`config.mk`:
```
export PLATFORM = sky130hd
export DESIGN_NAME = mxf_top
export DESIGN_NICKNAME = d
export VERILOG_FILES = /design/src/mxf_pkg.sv /design/src/mxf_top.sv
export SDC_FILE = /design/constraint.sdc
export NUM_CORES = 1
export LEC_CHECK = 0
export ABC_AREA = 1
export BUFFER_PORTS_ARGS = -buffer_cell sky130_fd_sc_hd__buf_2
export CORE_MARGIN = 1.5
export CORE_UTILIZATION = 32
export DETAILED_ROUTE_END_ITERATION = 6
export HOLD_SLACK_MARGIN = 0.03
export PLACE_DENSITY = 0.75
export SYNTH_ARGS = -nofsm -noshare
export SYNTH_HDL_FRONTEND = slang
export SYNTH_SLANG_ARGS = --single-unit
```
`constraint.sdc`:
```
create_clock -name REF_CLK_I -period 0.8 [get_ports REF_CLK_I]
set_clock_uncertainty 0.2 [all_clocks]
set_input_delay 0 -clock REF_CLK_I [delete_from_list [all_inputs] [get_ports REF_CLK_I]]
set_output_delay 0 -clock REF_CLK_I [all_outputs]
set_load 0.005 [all_outputs]
```
`src/mxf_pkg.sv`:
```
// Purpose: Shared constants and carrier types for the selector family.
// Assumes: All selector inputs are synchronous to REF_CLK_I (25 MHz).
// Notes: Outputs of the top module are registered, one clock behind inputs.
// Notes on behaviour
// - Quad selector: one shared select picks a source for each of four lanes.
// - Quad selector: shared active-low enable; when inactive all outputs are low.
// - Quad selector: select low passes source zero, select high source one.
// - Dual four-way selector: shared 2-bit code picks input; true and complement outputs.
// - Dual selector with enables: shared select, independent enable per section.
// - Eight-way selector enabled low: true output is chosen input, complement its inverse.
// - Eight-way selector disabled: true output low, complement output high.
// - Wire-OR variant: complements combine on a node; true output is its inverse.
package mxf_pkg;
  localparam int QUAD_LANES = 4;
  localparam int DUAL_SEL_W = 2;
  localparam int OCT_SEL_W = 3;
  localparam logic [3:0] QUAD_RESET = 4'h0;
  localparam logic OCT_TRUE_IDLE = 1'h0;
  localparam logic OCT_COMP_IDLE = 1'h1;
  localparam logic [1:0] DUAL_Z_RESET = 2'h0;
  localparam logic [1:0] DUAL_ZN_RESET = 2'h3;
  localparam logic [1:0] DUALEN_RESET = 2'h0;
  localparam logic WOR_Z_RESET = 1'h0;
  localparam logic WOR_ZN_RESET = 1'h1;

  // Quad two-way selector inputs.
  typedef struct packed {
    logic [3:0] source0_lane;
    logic [3:0] source1_lane;
    logic select_bit0;
    logic enable_n;
  } mxf_quad_s;

  // Dual four-way selector inputs; section a in [3:0], section b in [7:4].
  typedef struct packed {
    logic [7:0] data;
    logic select_bit1;
    logic select_bit0;
    logic enable_a_n;
    logic enable_b_n;
  } mxf_dual_s;
endpackage : mxf_pkg

```
`src/mxf_top.sv`:
```
// Purpose: Registered model of a family of data selectors.
// Assumes: Inputs synchronous to REF_CLK_I; reset synchronous, active high.
// Notes: Every output is a flip-flop, so results appear one clock after inputs.
`timescale 1ns/10ps
`default_nettype none
module mxf_top #(
  parameter int WOR_UNITS = 2
) (
  // Clock and reset.
  input wire logic REF_CLK_I,
  input wire logic RST_I,
  // Quad two-way selector.
  input wire mxf_pkg::mxf_quad_s QUAD_I,
  output logic [3:0] QUAD_Z_O,
  // Dual four-way selectors.
  input wire mxf_pkg::mxf_dual_s DUAL_I,
  output logic [1:0] DUAL_Z_O,
  output logic [1:0] DUAL_ZN_O,
  output logic [1:0] DUALEN_Z_O,
  // Eight-way selector.
  input wire logic [7:0] OCT_DATA_I,
  input wire logic [2:0] OCT_SEL_I,
  input wire logic OCT_ENABLE_N_I,
  output logic OCT_Z_O,
  output logic OCT_ZN_O,
  // Wire-OR array of eight-way units.
  input wire logic [WOR_UNITS*8-1:0] WOR_DATA_I,
  input wire logic [2:0] WOR_SEL_I,
  input wire logic [WOR_UNITS-1:0] WOR_ENABLE_N_I,
  output logic WOR_Z_O,
  output logic WOR_ZN_O
);
  // Refuse an array with no units, which would leave the wired node undriven.
  if (WOR_UNITS < 1) begin : g_units_check
    $error("WOR_UNITS must be at least one");
  end

  logic [1:0] dsel;
  logic [1:0] dual_pick;
  logic [WOR_UNITS-1:0] wor_true;
  logic wor_node;

  // Shared select code with bit zero as least significant.
  assign dsel = {DUAL_I.select_bit1, DUAL_I.select_bit0};
  assign dual_pick = {DUAL_I.data[4 + dsel], DUAL_I.data[dsel]};

  // Each wire-OR unit's true term; complements tie low-wins, i.e. node is NOR of trues.
  always_comb begin
    for (int u = 0; u < WOR_UNITS; u++) begin
      wor_true[u] = ~WOR_ENABLE_N_I[u] & WOR_DATA_I[u*8 + int'(WOR_SEL_I)];
    end
  end
  assign wor_node = ~(|wor_true);

  // Quad selector output register.
  always_ff @(posedge REF_CLK_I) begin
    if (RST_I) begin
      QUAD_Z_O <= mxf_pkg::QUAD_RESET;
    end else if (QUAD_I.enable_n) begin
      QUAD_Z_O <= 4'h0;
    end else begin
      QUAD_Z_O <= QUAD_I.select_bit0 ? QUAD_I.source1_lane : QUAD_I.source0_lane;
    end
  end

  // Dual selector with true and complement outputs.
  always_ff @(posedge REF_CLK_I) begin
    if (RST_I) begin
      DUAL_Z_O <= mxf_pkg::DUAL_Z_RESET;
      DUAL_ZN_O <= mxf_pkg::DUAL_ZN_RESET;
    end else begin
      DUAL_Z_O <= dual_pick;
      DUAL_ZN_O <= ~dual_pick;
    end
  end

  // Dual selector with an independent enable per section.
  always_ff @(posedge REF_CLK_I) begin
    if (RST_I) begin
      DUALEN_Z_O <= mxf_pkg::DUALEN_RESET;
    end else begin
      DUALEN_Z_O[0] <= ~DUAL_I.enable_a_n & dual_pick[0];
      DUALEN_Z_O[1] <= ~DUAL_I.enable_b_n & dual_pick[1];
    end
  end

  // Eight-way selector.
  always_ff @(posedge REF_CLK_I) begin
    if (RST_I || OCT_ENABLE_N_I) begin
      OCT_Z_O <= mxf_pkg::OCT_TRUE_IDLE;
      OCT_ZN_O <= mxf_pkg::OCT_COMP_IDLE;
    end else begin
      OCT_Z_O <= OCT_DATA_I[OCT_SEL_I];
      OCT_ZN_O <= ~OCT_DATA_I[OCT_SEL_I];
    end
  end

  // Wire-OR node and its inverse.
  always_ff @(posedge REF_CLK_I) begin
    if (RST_I) begin
      WOR_ZN_O <= mxf_pkg::WOR_ZN_RESET;
      WOR_Z_O <= mxf_pkg::WOR_Z_RESET;
    end else begin
      WOR_ZN_O <= wor_node;
      WOR_Z_O <= ~wor_node;
    end
  end

  // Quad outputs follow the chosen source one clock later.
  quad_route_a: assert property (@(posedge REF_CLK_I) disable iff (RST_I)
    1'b1 |=> QUAD_Z_O == ($past(QUAD_I.enable_n) ? 4'h0 :
      ($past(QUAD_I.select_bit0) ? $past(QUAD_I.source1_lane) : $past(QUAD_I.source0_lane))))
    else $error("quad selector output wrong");
  quad_disable_a: assert property (@(posedge REF_CLK_I) disable iff (RST_I)
    QUAD_I.enable_n |=> QUAD_Z_O == 4'h0)
    else $error("quad outputs not low while disabled");
  quad_select_a: assert property (@(posedge REF_CLK_I) disable iff (RST_I)
    !QUAD_I.enable_n && !QUAD_I.select_bit0 |=> QUAD_Z_O == $past(QUAD_I.source0_lane))
    else $error("select low did not pass source zero");
  dual_pair_a: assert property (@(posedge REF_CLK_I) disable iff (RST_I)
    1'b1 |=> DUAL_ZN_O == ~DUAL_Z_O && DUAL_Z_O[1] == $past(DUAL_I.data[4 + dsel]))
    else $error("dual selector outputs wrong");
  dual_enable_a: assert property (@(posedge REF_CLK_I) disable iff (RST_I)
    !DUAL_I.enable_a_n |=> DUALEN_Z_O[0] == DUAL_Z_O[0])
    else $error("enabled section does not follow select");
  dual_off_a: assert property (@(posedge REF_CLK_I) disable iff (RST_I)
    DUAL_I.enable_b_n |=> DUALEN_Z_O[1] == 1'b0)
    else $error("disabled section not low");
  oct_route_a: assert property (@(posedge REF_CLK_I) disable iff (RST_I)
    !OCT_ENABLE_N_I |=> OCT_Z_O == $past(OCT_DATA_I[OCT_SEL_I]) && OCT_ZN_O == !OCT_Z_O)
    else $error("eight-way selector output wrong");
  oct_idle_a: assert property (@(posedge REF_CLK_I) disable iff (RST_I)
    OCT_ENABLE_N_I |=> !OCT_Z_O && OCT_ZN_O)
    else $error("eight-way selector not idle while disabled");
  wor_invert_a: assert property (@(posedge REF_CLK_I) disable iff (RST_I)
    (&WOR_ENABLE_N_I) |=> WOR_ZN_O && !WOR_Z_O)
    else $error("wire-OR node not high with all units off");

  // Further quad checks: the second source, the lane choice and the forced low level.
  quad_select_high_a: assert property (@(posedge REF_CLK_I) disable iff (RST_I)
    !QUAD_I.enable_n && QUAD_I.select_bit0
    |=> QUAD_Z_O == $past(QUAD_I.source1_lane))
    else $error("select high did not pass source one");
  quad_lane_pick_a: assert property (@(posedge REF_CLK_I) disable iff (RST_I)
    !QUAD_I.enable_n
    |=> QUAD_Z_O == $past(QUAD_I.source0_lane) || QUAD_Z_O == $past(QUAD_I.source1_lane))
    else $error("quad outputs match neither source");
  quad_unselect_a: assert property (@(posedge REF_CLK_I) disable iff (RST_I)
    !QUAD_I.enable_n && !QUAD_I.select_bit0 && QUAD_I.source0_lane != QUAD_I.source1_lane
    |=> QUAD_Z_O != $past(QUAD_I.source1_lane))
    else $error("select low passed source one");
  quad_off_sel_a: assert property (@(posedge REF_CLK_I) disable iff (RST_I)
    QUAD_I.enable_n && QUAD_I.select_bit0
    |=> QUAD_Z_O == 4'h0)
    else $error("quad outputs not low while disabled with select high");

  // Fixed select codes pin down the bit order of the shared code.
  dual_code0_a: assert property (@(posedge REF_CLK_I) disable iff (RST_I)
    !DUAL_I.select_bit1 && !DUAL_I.select_bit0
    |=> DUAL_Z_O[0] == $past(DUAL_I.data[0]))
    else $error("code zero did not pick input zero");
  dual_code1_a: assert property (@(posedge REF_CLK_I) disable iff (RST_I)
    !DUAL_I.select_bit1 && DUAL_I.select_bit0
    |=> DUAL_Z_O[0] == $past(DUAL_I.data[1]))
    else $error("code one did not pick input one");
  dual_code2_a: assert property (@(posedge REF_CLK_I) disable iff (RST_I)
    DUAL_I.select_bit1 && !DUAL_I.select_bit0
    |=> DUAL_Z_O[1] == $past(DUAL_I.data[6]))
    else $error("code two did not pick input two of section b");
  dual_code3_a: assert property (@(posedge REF_CLK_I) disable iff (RST_I)
    DUAL_I.select_bit1 && DUAL_I.select_bit0
    |=> DUAL_Z_O[1] == $past(DUAL_I.data[7]))
    else $error("code three did not pick input three of section b");

  // Each enabled section acts on its own enable only.
  dual_b_enable_a: assert property (@(posedge REF_CLK_I) disable iff (RST_I)
    !DUAL_I.enable_b_n
    |=> DUALEN_Z_O[1] == DUAL_Z_O[1])
    else $error("enabled section b does not follow select");
  dual_a_off_a: assert property (@(posedge REF_CLK_I) disable iff (RST_I)
    DUAL_I.enable_a_n
    |=> DUALEN_Z_O[0] == 1'b0)
    else $error("disabled section a not low");
  dual_split_a: assert property (@(posedge REF_CLK_I) disable iff (RST_I)
    DUAL_I.enable_a_n && !DUAL_I.enable_b_n
    |=> DUALEN_Z_O[0] == 1'b0 && DUALEN_Z_O[1] == DUAL_Z_O[1])
    else $error("section enables are not independent");

  // Fixed codes on the eight-way selector, and its complement pairing.
  oct_code0_a: assert property (@(posedge REF_CLK_I) disable iff (RST_I)
    !OCT_ENABLE_N_I && OCT_SEL_I == 3'h0
    |=> OCT_Z_O == $past(OCT_DATA_I[0]))
    else $error("eight-way code zero wrong");
  oct_code2_a: assert property (@(posedge REF_CLK_I) disable iff (RST_I)
    !OCT_ENABLE_N_I && OCT_SEL_I == 3'h2
    |=> OCT_Z_O == $past(OCT_DATA_I[2]))
    else $error("eight-way code two wrong");
  oct_code5_a: assert property (@(posedge REF_CLK_I) disable iff (RST_I)
    !OCT_ENABLE_N_I && OCT_SEL_I == 3'h5
    |=> OCT_Z_O == $past(OCT_DATA_I[5]))
    else $error("eight-way code five wrong");
  oct_code7_a: assert property (@(posedge REF_CLK_I) disable iff (RST_I)
    !OCT_ENABLE_N_I && OCT_SEL_I == 3'h7
    |=> OCT_Z_O == $past(OCT_DATA_I[7]))
    else $error("eight-way code seven wrong");
  oct_pair_a: assert property (@(posedge REF_CLK_I) disable iff (RST_I)
    1'b1
    |=> OCT_ZN_O == !OCT_Z_O)
    else $error("eight-way outputs not complementary");

  // A high from any enabled unit pulls the wired node low.
  wor_unit0_a: assert property (@(posedge REF_CLK_I) disable iff (RST_I)
    !WOR_ENABLE_N_I[0] && WOR_DATA_I[WOR_SEL_I]
    |=> !WOR_ZN_O && WOR_Z_O)
    else $error("first wire-OR unit did not pull the node low");
  wor_unit_last_a: assert property (@(posedge REF_CLK_I) disable iff (RST_I)
    !WOR_ENABLE_N_I[WOR_UNITS-1] && WOR_DATA_I[(WOR_UNITS-1)*8 + int'(WOR_SEL_I)]
    |=> !WOR_ZN_O && WOR_Z_O)
    else $error("last wire-OR unit did not pull the node low");
  wor_pair_a: assert property (@(posedge REF_CLK_I) disable iff (RST_I)
    1'b1
    |=> WOR_Z_O == !WOR_ZN_O)
    else $error("wire-OR true output is not the inverse of the node");
endmodule : mxf_top
`default_nettype wire

```
Word-level counts from Yosys, hierarchy flattened
Index checks and enable logic that the tools add are counted.
- register bits after elaboration: 14
- input bits: 57
- output and inout port bits: 14
- word-level logic and storage cells: 41
- $add $sub $neg: 2
- order comparisons: 5
- muxes and demuxes: 12
- bitwise logic cells: 11
- reduce and logical (&&, ||, !) cells: 3
- operator list (operator ; count):
    1-bit binary-select mux with 3-bit select ; 3
    1-bit 2-to-1 mux ; 6
    1-bit inverter ; 6
    4-bit by 3-bit adder with 5-bit output (first input constant) ; 1
    3-bit by 5-bit less-than comparator with 1-bit output (second input constant) ; 1
    5-bit less-than comparator (second input constant) ; 1
    3-bit by 2-bit adder with 4-bit output (first input constant) ; 1
    1-bit AND ; 4
    1-bit binary-select mux with 4-bit select ; 1
    2-bit by 4-bit less-than comparator with 1-bit output (second input constant) ; 1
    3-bit by 4-bit less-than comparator with 1-bit output (second input constant) ; 1
    4-bit less-than comparator (second input constant) ; 1
    4-bit 2-to-1 mux ; 1
    2-bit OR reduction ; 2
    1-bit binary-select mux with 2-bit select ; 1
    2-bit inverter ; 1
    1-bit logical OR ; 1

Depth between registers and ports, before layout
- depth after elaboration: 7
- gate-level depth with buffers: 9

Worst setup path before layout
Ideal clock, no wire load.
- path kind: input port to flip-flop
- from: input WOR_SEL_I[0]
- to: register WOR_ZN_O
- data arrival time: 0.556 ns
- path slack: -0.068 ns
- stages: 9
- cell sequence: buf_6 > inv_4 > nand2_1 > nand2_1 > nand2_1 > nand3_1 > nand3b_1 > nand2_1 > nand2_1
- longest elaborated chain between the ends: 7
- elaborated cells between the ends (all ways): 10
- RTL lines (element ; RTL line ; text):
    from (decl) ; mxf_top.sv:28 ; input wire logic [2:0] WOR_SEL_I,
    4-bit by 3-bit adder with 5-bit output ; mxf_top.sv:50 ; wor_true[u] = ~WOR_ENABLE_N_I[u] & WOR_DATA_I[u*8 + int'(WOR_SEL_I)];
    1-bit binary-select mux with 4-bit select ; mxf_top.sv:50 ;
    1-bit 2-to-1 mux (implied by the code) (2 in a row) ; mxf_top.sv:50 ;
    1-bit AND ; mxf_top.sv:50 ;
    2-bit OR reduction (*) ; mxf_top.sv:53 ; assign wor_node = ~(|wor_true);
    1-bit inverter (*) ; mxf_top.sv:53 ;
    to (signal assigned) ; mxf_top.sv:101 ; WOR_ZN_O <= mxf_pkg::WOR_ZN_RESET;
    to (signal assigned) ; mxf_top.sv:104 ; WOR_ZN_O <= wor_node;
    to (decl) ; mxf_top.sv:31 ; output logic WOR_ZN_O
Mark *: on every way between the ends. The rest lies on a longest branch, timed or not. The select of a mux whose other input is x is not followed.
A chain may end at the register's enable or synchronous reset.

Worst setup path in the final report
- from: register QUAD_Z_O[0]
- to: output QUAD_Z_O[0]
- RTL lines (element ; RTL line ; text):
    from (decl) ; mxf_top.sv:14 ; output logic [3:0] QUAD_Z_O,
    from (signal assigned) ; mxf_top.sv:58 ; QUAD_Z_O <= mxf_pkg::QUAD_RESET;
    from (signal assigned) ; mxf_top.sv:62 ; QUAD_Z_O <= QUAD_I.select_bit0 ? QUAD_I.source1_lane : QUAD_I.source0_lane;
No word-level cell between the ends.

==> metrics.md <==
| Metric | Value |
|---|---|
| Outcome | `complete, but fails checks` |
| Violated checks | `hold timing, setup timing` |
| Leak | `about 0.76 nW` |
| CTS tree | `done` |
| Pre-antenna DRT Iters | `4` |
| Final setup viols | `14` |
| Placer Congestion | `about 0.8` |
| DR vias | `about 1,000` |
| Distinct cells, synth | `14` |
| Min-delay src | `OCT_ENABLE_N_I` |
| Setup ws final | `-116 ps` |
| Hold path depth | `4` |
| Max-Cap Viols | `0` |
| Clock share of power | `29.4%` |
| Fin crit period | `between 900 and 1000 ps` |
| Slew headroom | `roughly 90%` |
| Area Growth Syn to Fin | `72.8%` |
| Initial core utilization | `between 30% and 40%` |
| Post-DP HPWL | `between 1500 and 2000 µm` |
| Power Internal | `between 1 and 1.5 mW` |
| Clock Tree Root | `clkbuf_4` |
| Logic pwr share | `26.1%` |
| Final ANT Viol Nets | `0` |
| GRT Total Usage | `roughly 15%` |
| Clock buffer count from CTS | `3` |
| Clock Path Buffers | `2` |
| Hold buffer count at cts | `8` |
| YS warnings | `0` |
| Worst-path clk slew | `about 80 ps` |
| Cell-by-cell trace of the critical path | `buf_6` |
| Post-layout util | `58.3%` |
| Nature of the critical path endpoint | `output port` |
| Number of diodes | `0` |
| Worst path max stage delay | `~330 ps` |
| Final net count | `~260` |
| Ys flop type | `dfxtp_1` |
| Yosys top cell area share | `a little under two fifths` |
| Die H | `around 51 µm` |
| Hold Path End | `OCT_Z_O` |
| CP top delay family | `flip-flops` |
| Flops & latches, synth | `14` |
| Critical Path RT | `about 600 ps` |
| Number of global-route vias before repair | `around 750` |
| Core Region | `0.00221 mm²` |
| Initial antenna violation count | `0` |
| Routed wire per std cell | `around 8.5 µm` |
| Hold_ws | `-232 ps` |
| Max Slew Vio Count | `0` |
| Top area cells in the synthesized netlist | `dfxtp_1 (38%), nand2_1 (20%), inv_1 (11%)` |
| Setup Crit Path Kind | `reg -> out` |
| Buffer count from post-CTS setup fixing | `0` |
| Mapped Area | `746 µm²` |
| Critical Path AT | `720 ps` |
| Mean cell area of the mapped netlist | `roughly 6.1 µm²` |
| DRC | `0` |
| Post-synthesis sequential area ratio | `between 30 and 40%` |
| Port buffer count | `70` |
| Global-route wire length before repair | `just under 3000 µm` |
| Critical Path Source Type | `register` |
| Top cell type by total area after synthesis | `dfxtp_1` |
| Number of flops mapped to enable cells by yosys | `0` |
| Sink Count | `14` |
| Largest net degree at the start of global routing | `11` |
| P_sw | `about 0.43 mW` |
| Slowest-stage cell, CP | `dfxtp_2` |
| Drt total wl | `between 1500 and 2000 µm` |
| Via density | `around 4.3` |
| Num ports | `71` |
| Die X-Extent | `around 51 µm` |
| Worst path buffer plus inverter count | `1` |
| Syn nets | `between 150 and 200` |
| RSZ-0062 raised after global routing | `yes` |
| Worst slack, placed | `-227 ps` |
| # H-tree levels | `1` |
| Final setup TNS | `-1320 ps` |
| Crit share post-route | `114%` |
| Synth top cells by count | `nand2_1 (39), inv_1 (22), dfxtp_1 (14), nor2_1 (14), nand3_1 (11)` |
| Drt initial violations | `10` |
| Reg power frac | `around 45%` |
| Worst hold path class | `in -> reg` |
| Site row count | `17` |
| Most common cell in the netlist | `nand2_1` |
| Die ar. | `0.00263 mm²` |
| Maximum vdd drop | `about 0.00076 V` |
| Syn Inst Count | `between 100 and 150` |
| Max Clock Freq | `roughly 1100 MHz` |
| Crit-path max FO | `1` |
| Crit path depth | `1` |
| Switching power share of the total | `approximately 26%` |
| Share of post-route cells with drive strength above 1 | `approximately 45%` |
| Tightest Pin Transition | `144 ps` |
| Synth async-reset ratio | `0%` |
| Congestion Overflow GR | `0` |
| Power per cell area | `1310 mW/mm²` |
| Final Hold Vio Count | `14` |
## cells in the final DEF (no fill, tap or decap)
| cell | count |
|---|---|
| dfxtp_1 | 10 |
| buf_2 | 64 |
| nand2_1 | 35 |
| dfxtp_2 | 4 |
| buf_6 | 3 |
| o21ai_1 | 4 |
| inv_1 | 22 |
| nor2_1 | 14 |
| nand3b_1 | 1 |
| inv_8 | 1 |
| clkbuf_8 | 1 |
| a21oi_2 | 3 |
| o22ai_1 | 1 |
| a21oi_1 | 2 |
| clkbuf_4 | 4 |
| o21ai_0 | 4 |
| dlymetal6s4s_1 | 1 |
| dlygate4sd3_1 | 7 |
| nand2_2 | 4 |
| inv_2 | 2 |
| nand3_1 | 11 |
| nor2_2 | 4 |
| buf_4 | 1 |
## state kept, by name (all words and copies together) (netlist names)
register    flops
DUALEN_Z_O      2
DUAL_ZN_O       2
WOR_Z_O         1
WOR_ZN_O        1
QUAD_Z_O        4
OCT_ZN_O        1
OCT_Z_O         1
DUAL_Z_O        2
## logic make-up after synthesis
family / after synthesis / share of synthesized area [%]
and+or+nand+nor: 69 / 38.4
DFF: 14 / 37.6
AOI/OAI and AO/OA: 14 / 9.56
buffers and inverters: 26 / 14.4
## metal layers
metal	up-vias	track usage, %	wire [µm]
li1	530	-	-
met1	413	15.3	808
met2	40	26.0	931
met3	4	4.68	163
met4	0	9.21	48
met5	-	0	0
## power by group through the flow
stage / logic (mW) / clock network (mW) / registers (mW)
finish: 0.442 / 0.498 / 0.754
global route: 0.503 / 0.538 / 0.759
CTS: 0.426 / 0.507 / 0.750
detailed placement: 0.394 / 0 / 0.767
global placement: 0.394 / 0 / 0.764
floorplan: 0.181 / 0 / 0.774
## worst max-delay path by stage
stage / from / to / slack [ps]
floorplan: WOR_SEL_I[0] / WOR_ZN_O / -50
global placement: WOR_SEL_I[0] / WOR_ZN_O / -220
detailed placement: WOR_SEL_I[0] / WOR_ZN_O / -230
CTS: WOR_ZN_O / WOR_ZN_O / -110
global route: QUAD_Z_O[0] / QUAD_Z_O[0] / -150
finish: QUAD_Z_O[0] / QUAD_Z_O[0] / -120
## through the flow
| stage | power, mW | instances | hold WS [ps] | area, µm² |
|---|---|---|---|---|
| after detailed placement | 1.16 | 221 | -34.5 | 1140 |
| after CTS | 1.68 | 233 | -229 | 1250 |
| after global placement | 1.16 | 221 | -36.3 | 1140 |
| final | 1.69 | 231 | -232 | 1290 |
| after floorplan | 0.955 | 123 | -134 | 764 |
| after global routing | 1.80 | 231 | -222 | 1290 |
## layout make-up
cell class                 count  area (µm²)
fill                         235         923
tap                           28        35.0
sequential                    14         285
clock buffer                   4        36.3
multi-input combinational     83         379
inverter                      25         101
timing repair buffer          77         452
## what timing repair did
| action | 4_1_cts | 5_1_grt |
|---|---|---|
| pin swaps | 0 | 2 |
| hold endpoints to repair | 14 | 14 |
| gates cloned | 0 | 0 |
| endpoints found under the setup margin | 14 | 19 |
| resized for setup | 0 | 14 |
Power figures use the tool's default switching activity.
